$ cat config.mk
export PLATFORM = sky130hd
export DESIGN_NAME = mac_event_stats
export DESIGN_NICKNAME = d
export VERILOG_FILES = /design/src/include/stats_pkg.sv /design/src/rtl/stat_counter.sv /design/src/rtl/mac_event_stats.sv
export VERILOG_INCLUDE_DIRS = /design/src /design/src/include
export SDC_FILE = /design/constraint.sdc
export NUM_CORES = 1
export LEC_CHECK = 0
export BUFFER_PORTS_ARGS = -buffer_cell sky130_fd_sc_hd__buf_2
export CORE_ASPECT_RATIO = 1.25
export CORE_UTILIZATION = 40
export CTS_BUF_LIST = sky130_fd_sc_hd__clkbuf_2 sky130_fd_sc_hd__clkbuf_4 sky130_fd_sc_hd__clkbuf_8
export DETAILED_ROUTE_END_ITERATION = 7
export GPL_TIMING_DRIVEN = 0
export PLACE_DENSITY = 0.57
export SYNTH_ARGS = -nofsm -noshare
export SYNTH_HDL_FRONTEND = slang
export SYNTH_SLANG_ARGS = --single-unit
$ cat constraint.sdc
create_clock -name clk -period 2.1 [get_ports clk]
set_input_delay 0.105 -clock clk [delete_from_list [all_inputs] [get_ports clk]]
set_output_delay 0.105 -clock clk [all_outputs]
set_load 0.02 [all_outputs]
$ cat src/include/stats_consts.svh
// Purpose: offsets, widths and figures of the MAC event statistics counters
// Assumes: offsets are byte offsets from the I/O window base
// Notes: definitions only
`ifndef STATS_CONSTS_SVH
`define STATS_CONSTS_SVH

`define STATS_ADDR_W 8
`define STATS_CNT_W 8
`define STATS_NUM_CNT 5

`define STATS_OFF_LATE_COLL 8'h75
`define STATS_OFF_EXCESS_DEFER 8'h7A
`define STATS_OFF_GROUP_TX 8'h7E
`define STATS_OFF_GROUP_RX 8'h7F
`define STATS_OFF_DEFERRED_TX 8'h7B

`define STATS_CNT_RESET 8'h00
`define STATS_CNT_MAX 8'hFF
`define STATS_THRESHOLD 8'hC0

`define STATS_IDX_DEFERRED_TX 3'h0
`define STATS_IDX_EXCESS_DEFER 3'h1
`define STATS_IDX_LATE_COLL 3'h2
`define STATS_IDX_GROUP_RX 3'h3
`define STATS_IDX_GROUP_TX 3'h4

`endif

$ cat src/include/stats_pkg.sv
// Purpose: types shared by the MAC event statistics block
// Assumes: event records arrive from engines on the same clock
// Notes: record fields are valid in the cycle their strobe is high
package stats_pkg;

    typedef logic [7:0] stat_cnt_t;

    // one record per finished transmitted frame
    typedef struct packed {
        logic done;
        logic ok;
        logic deferred;
        logic collided;
        logic excess_defer;
        logic dest_group;
        logic dest_bcast;
    } tx_event_t;

    // one record per finished received frame
    typedef struct packed {
        logic done;
        logic ok;
        logic dest_group;
        logic dest_bcast;
        logic too_long;
        logic fcs_err;
        logic length_err;
        logic align_err;
        logic overrun;
    } rx_event_t;

    typedef struct packed {
        logic rd;
        logic [7:0] addr;
    } io_req_t;

    typedef struct packed {
        logic valid;
        logic hit;
        stat_cnt_t data;
    } io_resp_t;

endpackage

$ cat src/rtl/stat_counter.sv
// Purpose: one 8-bit clear-on-read event counter
// Assumes: inc and clr are single-cycle strobes on clk
// Notes: a clear with a coincident event leaves the counter at one
`timescale 1ns/1ps
`include "stats_consts.svh"

module stat_counter
    import stats_pkg::*;
(
    input wire logic clk,
    input wire logic srst,
    input wire logic ce,
    input wire logic inc,
    input wire logic clr,
    output stat_cnt_t count,
    output logic at_threshold
);

    stat_cnt_t cnt_reg;
    stat_cnt_t cnt_next;
    logic thr_reg;
    logic thr_next;

    always_comb begin
        cnt_next = cnt_reg;
        thr_next = 1'b0;
        if (clr && inc) begin
            cnt_next = 8'h01; // RL13
        end else if (clr) begin
            cnt_next = `STATS_CNT_RESET; // RL6
        end else if (inc) begin
            // plain wrap past the top, no saturation
            cnt_next = stat_cnt_t'(cnt_reg + 8'h01); // RL3
        end
        if (inc && cnt_next == `STATS_THRESHOLD) begin
            thr_next = 1'b1; // RL4
        end
    end

    always_ff @(posedge clk) begin
        if (srst) begin
            cnt_reg <= `STATS_CNT_RESET; // RL14
            thr_reg <= 1'b0;
        end else if (ce) begin
            cnt_reg <= cnt_next;
            thr_reg <= thr_next;
        end
    end

    assign count = cnt_reg;
    assign at_threshold = thr_reg;

endmodule

$ cat src/rtl/mac_event_stats.sv
// Purpose: five MAC event statistics counters read through I/O space
// Assumes: event records and the enable come from logic on clk
// Notes: reads answer one cycle after the strobe and clear the counter
`timescale 1ns/1ps
`include "stats_consts.svh"

// Function
// RL1: a frame whose first attempt waited on a busy medium bumps deferred_tx_count.
// RL2: a deferred frame that saw any collision is not counted as deferred.
// RL3: every counter wraps from its top value back to zero on the next event.
// RL4: reaching the threshold value raises the stats_threshold_flag.
// RL5: counters move only while stats_count_enable is one and hold otherwise; a host read still clears its counter while the enable is zero.
// RL6: a host read returns the count and clears that counter.
// RL7: a frame whose deferral passed the defer limit bumps excess_defer_count.
// RL8: excess_defer_count moves at most once per frame.
// RL9: each collision later than one slot time bumps late_coll_count.
// RL10: good received group frames count, broadcast ones do not.
// RL11: received frames with length, FCS, alignment or overrun faults do not count.
// RL12: good transmitted group frames count, broadcast ones do not.
// RL13: an event in the same cycle as a clearing read leaves the counter at one.
// RL14: all five counters are zero after reset.
module mac_event_stats
    import stats_pkg::*;
(
    input wire logic clk,
    input wire logic srst,
    input wire logic ce,
    input wire logic stats_count_enable,
    input wire tx_event_t tx_event,
    input wire logic late_coll_event,
    input wire rx_event_t rx_event,
    input wire io_req_t io_req,
    output io_resp_t io_resp,
    output logic stats_threshold_flag
);

    // group but not the all-ones broadcast address
    function automatic logic group_only(input logic grp, input logic bcast);
        group_only = grp && !bcast;
    endfunction

    function automatic logic [2:0] addr_to_idx(input logic [7:0] addr,
                                               output logic hit);
        hit = 1'b1;
        case (addr)
            `STATS_OFF_DEFERRED_TX: addr_to_idx = `STATS_IDX_DEFERRED_TX;
            `STATS_OFF_EXCESS_DEFER: addr_to_idx = `STATS_IDX_EXCESS_DEFER;
            `STATS_OFF_LATE_COLL: addr_to_idx = `STATS_IDX_LATE_COLL;
            `STATS_OFF_GROUP_RX: addr_to_idx = `STATS_IDX_GROUP_RX;
            `STATS_OFF_GROUP_TX: addr_to_idx = `STATS_IDX_GROUP_TX;
            default: begin
                addr_to_idx = 3'h0;
                hit = 1'b0;
            end
        endcase
    endfunction

    logic [`STATS_NUM_CNT-1:0] inc_vec;
    logic [`STATS_NUM_CNT-1:0] clr_vec;
    logic [`STATS_NUM_CNT-1:0] thr_vec;
    stat_cnt_t cnt_arr [`STATS_NUM_CNT];

    logic rx_clean;
    logic [2:0] rd_idx;
    logic rd_hit;

    // event qualification
    always_comb begin
        inc_vec = '0;
        rx_clean = !(rx_event.too_long || rx_event.fcs_err ||
                     rx_event.length_err || rx_event.align_err ||
                     rx_event.overrun); // RL11
        if (stats_count_enable) begin // RL5
            // one record per frame, so each frame counts once at most
            inc_vec[`STATS_IDX_DEFERRED_TX] = tx_event.done &&
                tx_event.deferred && !tx_event.collided; // RL1 RL2
            inc_vec[`STATS_IDX_EXCESS_DEFER] = tx_event.done &&
                tx_event.excess_defer; // RL7 RL8
            inc_vec[`STATS_IDX_LATE_COLL] = late_coll_event; // RL9
            inc_vec[`STATS_IDX_GROUP_RX] = rx_event.done && rx_event.ok &&
                rx_clean &&
                group_only(rx_event.dest_group, rx_event.dest_bcast); // RL10
            inc_vec[`STATS_IDX_GROUP_TX] = tx_event.done && tx_event.ok &&
                group_only(tx_event.dest_group, tx_event.dest_bcast); // RL12
        end
    end

    // read decode; the clear lands in the same cycle the value is captured
    always_comb begin
        clr_vec = '0;
        rd_idx = addr_to_idx(io_req.addr, rd_hit);
        if (io_req.rd && rd_hit) begin
            clr_vec[rd_idx] = 1'b1; // RL6
        end
    end

    for (genvar i = 0; i < `STATS_NUM_CNT; i++) begin : g_cnt
        stat_counter u_cnt (
            .clk(clk),
            .srst(srst),
            .ce(ce),
            .inc(inc_vec[i]),
            .clr(clr_vec[i]),
            .count(cnt_arr[i]),
            .at_threshold(thr_vec[i])
        );
    end

    io_resp_t resp_reg;
    io_resp_t resp_next;
    logic flag_reg;
    logic flag_next;

    always_comb begin
        resp_next = '0;
        resp_next.valid = io_req.rd;
        resp_next.hit = io_req.rd && rd_hit;
        if (io_req.rd && rd_hit) begin
            resp_next.data = cnt_arr[rd_idx]; // RL6
        end
        // counter threshold pulses are already one cycle late; one more
        // flop keeps the output straight from a register
        flag_next = |thr_vec; // RL4
    end

    always_ff @(posedge clk) begin
        if (srst) begin
            resp_reg <= '0;
            flag_reg <= 1'b0;
        end else if (ce) begin
            resp_reg <= resp_next;
            flag_reg <= flag_next;
        end
    end

    assign io_resp = resp_reg;
    assign stats_threshold_flag = flag_reg;

endmodule

==> results.py <==
metrics = {
    "global_route": {
        "overflow": 0,
        "grt_pass1_wl_mm": 19.9,
        "track_usage": 0.266,
        "grt_max_degree": 18,
        "antenna_found_initial": 0,
        "grt_pass1_vias": 3738,
    },
    "pwr": {
        "pwr-share-seq": 0.551,
        "p_comb_frac": 0.117,
        "p_sw_mw": 0.563,
        "clkPwrFrac": 0.332,
        "power.density_mw_per_mm2": 462,
        "max-vdd-ir-drop_mv": 0.248,
        "internal_power_mw": 1.38,
        "switching_share": 0.289,
        "p_leak_nw": 1.29,
    },
    "placed_design": {
        "gp_congestion": 0.995,
        "dp_hpwl_mm": 9.25,
        "portBuffers": 35,
        "dpl-instance-area_mm2": 0.00409,
    },
    "die": {
        "dieArea_mm2": 0.00981,
        "io_pins": 41,
        "rows": 39,
        "start_util": 0.413,
        "core_area_mm2": 0.00913,
        "dieHeight_um": 110,
        "die_w_um": 88.8,
    },
    "synthesis": {
        "syn-num-nets": 537,
        "yosysTopAreaCell": "dfxtp_1",
        "synth-warning-count": 0,
        "async_reset_ff_frac": 0,
        "ys_types": 61,
        "avgSynthCellArea_um2": 7.50,
        "synth-seq-cells": 56,
        "synth_cells": 502,
        "ys_seq_area_frac": 0.298,
        "synth_edf_count": 0,
        "ys_top_cells_by_area": "dfxtp_1 (30%), o21ai_0 (6.8%), a21oi_1 (5.6%)",
        "synthesis.area_mm2": 0.00376,
        "synth_ff_type": "dfxtp_1",
        "synth_top_area_frac": 0.298,
    },
    "timing": {
        "clock_skew_ns": 0.0169,
        "period_minus_slack_ns": 1.96,
        "hold_violations": 0,
        "tightestPinTransition_ns": 1.02,
        "slew_violations": 0,
        "maxSlewHeadroom": 0.316,
        "finalCritPeriodShare": 0.935,
        "finalSetupTns_ns": 0,
        "rsz0062_at_grt": "false",
        "fmax_mhz": 509,
        "setup_violations": 0,
    },
    "critical_path": {
        "worstPathArrival_ns": 2.24,
        "crit_path_end_kind": "flop",
        "path_class": "reg2reg",
        "required_ns": 2.37,
        "cp-start-kind": "flop",
        "rr_worst_depth": 6,
        "cp_max_fo": 9,
    },
    "clocking": {
        "cts_buffers": 5,
        "clk_latency_ns": 0.33,
        "ctsHoldBuffers": 0,
        "cts.path.max_buffers": 2,
        "cts.clk_slew.worst_paths_ns": 0.11,
        "cts_tree": "built",
        "root_buffer": "clkbuf_8",
        "cts_resized": 0,
        "cts_max_level": 2,
        "cts_num_sinks": 56,
        "post_cts_buffers": 0,
    },
    "detailed_routing": {
        "drt_first_pass_iters": 6,
        "wl_mm": 12.6,
        "drt-vias-per-instance": 6.03,
        "drt_iter0_markers": 283,
        "post_drt_wl_per_cell_um": 18.8,
        "drc_errors": 0,
        "postRouteAntennaNets": 0,
        "num_vias": 4023,
    },
    "layout": {
        "synthToLayoutAreaGrowth_pct": 11.9,
        "nets": 578,
        "diodes": 0,
        "drive_above_1_share": 0.121,
        "fillers": 1001,
        "fin_area_mm2": 0.00421,
    },
    "flow_run": {
        "maxCapViolCount": 0,
    },
    "outcome": {
        "status": "completed",
    },
    "min_path": {
        "hold_path_depth": 3,
        "hold_path_class": "in2reg",
    },
}
## cells in the mapped netlist, drive strengths merged, types with 2 or more instances
cell,n
clkbuf,29
and3,5
a32oi,8
nand4,6
mux2i,3
or2,2
a32o,2
or4,7
and4b,2
a21oi,42
o311a,7
nor4,11
o21ai,57
nand2,39
nand3,26
ha,5
o311ai,4
o21a,4
nor2,44
and2,3
and4,2
inv,11
a211o,4
a31oi,10
nand4bb,4
or3,6
nand4b,8
nand3b,4
nor3,28
nand2b,10
a211oi,5
xor2,8
o22ai,2
o31ai,4
o2111ai,2
xnor2,7
buf,7
a2bb2oi,2
dfxtp,56
a22oi,6
## per-layer routing
| metal | share of wire | vias up | wire (um) | track usage |
|---|---|---|---|---|
| li1 | - | 1981 | - | - |
| met1 | 0.45 | 1884 | 5700 | 0.365 |
| met2 | 0.47 | 127 | 5860 | 0.418 |
| met3 | 0.042 | 31 | 524 | 0.0262 |
| met4 | 0.038 | 0 | 483 | 0.115 |
| met5 | 0 | - | 0 | 0 |
## cells by family after synthesis
group,Yosys count,share of synthesized area
simple gates,209,0.310
fa+ha+maj,5,0.0166
buf+inv,48,0.0515
mux,3,0.00798
flops,56,0.298
compound gates,166,0.279
xor+xnor,15,0.0369
## cells in the final DEF (no fill, tap or decap), types with 7 or more instances in the layout
master / n
or4_1: 7
xnor2_1: 7
nor4_1: 8
clkbuf_1: 28
nand2b_1: 10
nor3_1: 26
xor2_1: 7
a31oi_1: 10
nor2_1: 44
dfxtp_1: 55
nand4b_1: 7
nand2_1: 39
buf_2: 37
nand3_1: 26
o311a_1: 7
inv_1: 11
o21ai_0: 51
a21oi_1: 42
a32oi_1: 8
## through the flow
step | setup slack, ns | cells | util | hold slack [ns] | power (mW)
after detailed placement | -0.0676 | 660 | 0.449 | 0.457 | 1.32
after CTS | 0.0145 | 667 | 0.458 | 0.116 | 1.96
final | 0.137 | 667 | 0.462 | 0.113 | 1.95
after global routing | 0.0150 | 667 | 0.462 | 0.122 | 2.02
after global placement | -0.0538 | 660 | 0.449 | 0.453 | 1.32
after floorplan | 0.178 | 502 | - | 0.291 | 1.23
## layout make-up
cell class / count / area [um2] / share of cell area
multi-input combinational: 398 / 2480 / 0.588
buffer: 35 / 145 / 0.0344
tap: 123 / 154 / 0.0365
clock buffer: 6 / 76.3 / 0.0181
inverter: 12 / 45.0 / 0.0107
clock inverter: 2 / 16.3 / 0.00386
sequential: 56 / 1120 / 0.266
timing repair buffer: 35 / 175 / 0.0416
## final timing paths
kind                                                   from                           to  slack, ns
worst max-delay path                g_cnt[4].u_cnt.count[1]  g_cnt[4].u_cnt.at_threshold       0.14
worst min-delay path                              io_req[8]                   io_resp[9]       0.11
worst max register to register      g_cnt[4].u_cnt.count[1]  g_cnt[4].u_cnt.at_threshold       0.14
worst min register to register  g_cnt[3].u_cnt.at_threshold  g_cnt[3].u_cnt.at_threshold       0.47
## critical path: stages, from the launching register on
cell and delay [ns]:
dfxtp_1 0.47, ha_4 0.23, inv_1 0.05, nor4_1 0.32, xor2_1 0.13, or4_1 0.55
o21ai_0 0.15
## power groups by stage
stage,logic (mW),clock network [mW],registers [mW]
finish,0.227,0.646,1.07
global route,0.247,0.697,1.07
floorplan,0.128,0,1.10
global placement,0.222,0,1.10
CTS,0.225,0.661,1.07
detailed placement,0.224,0,1.10
## sequential cells by signal (all words and copies together), names as in the netlist
name                      flops
g_cnt.u_cnt.count            40
io_resp                      10
g_cnt.u_cnt.at_threshold      5
stats_threshold_flag          1
No activity file was read; power rests on OpenSTA's default activity.
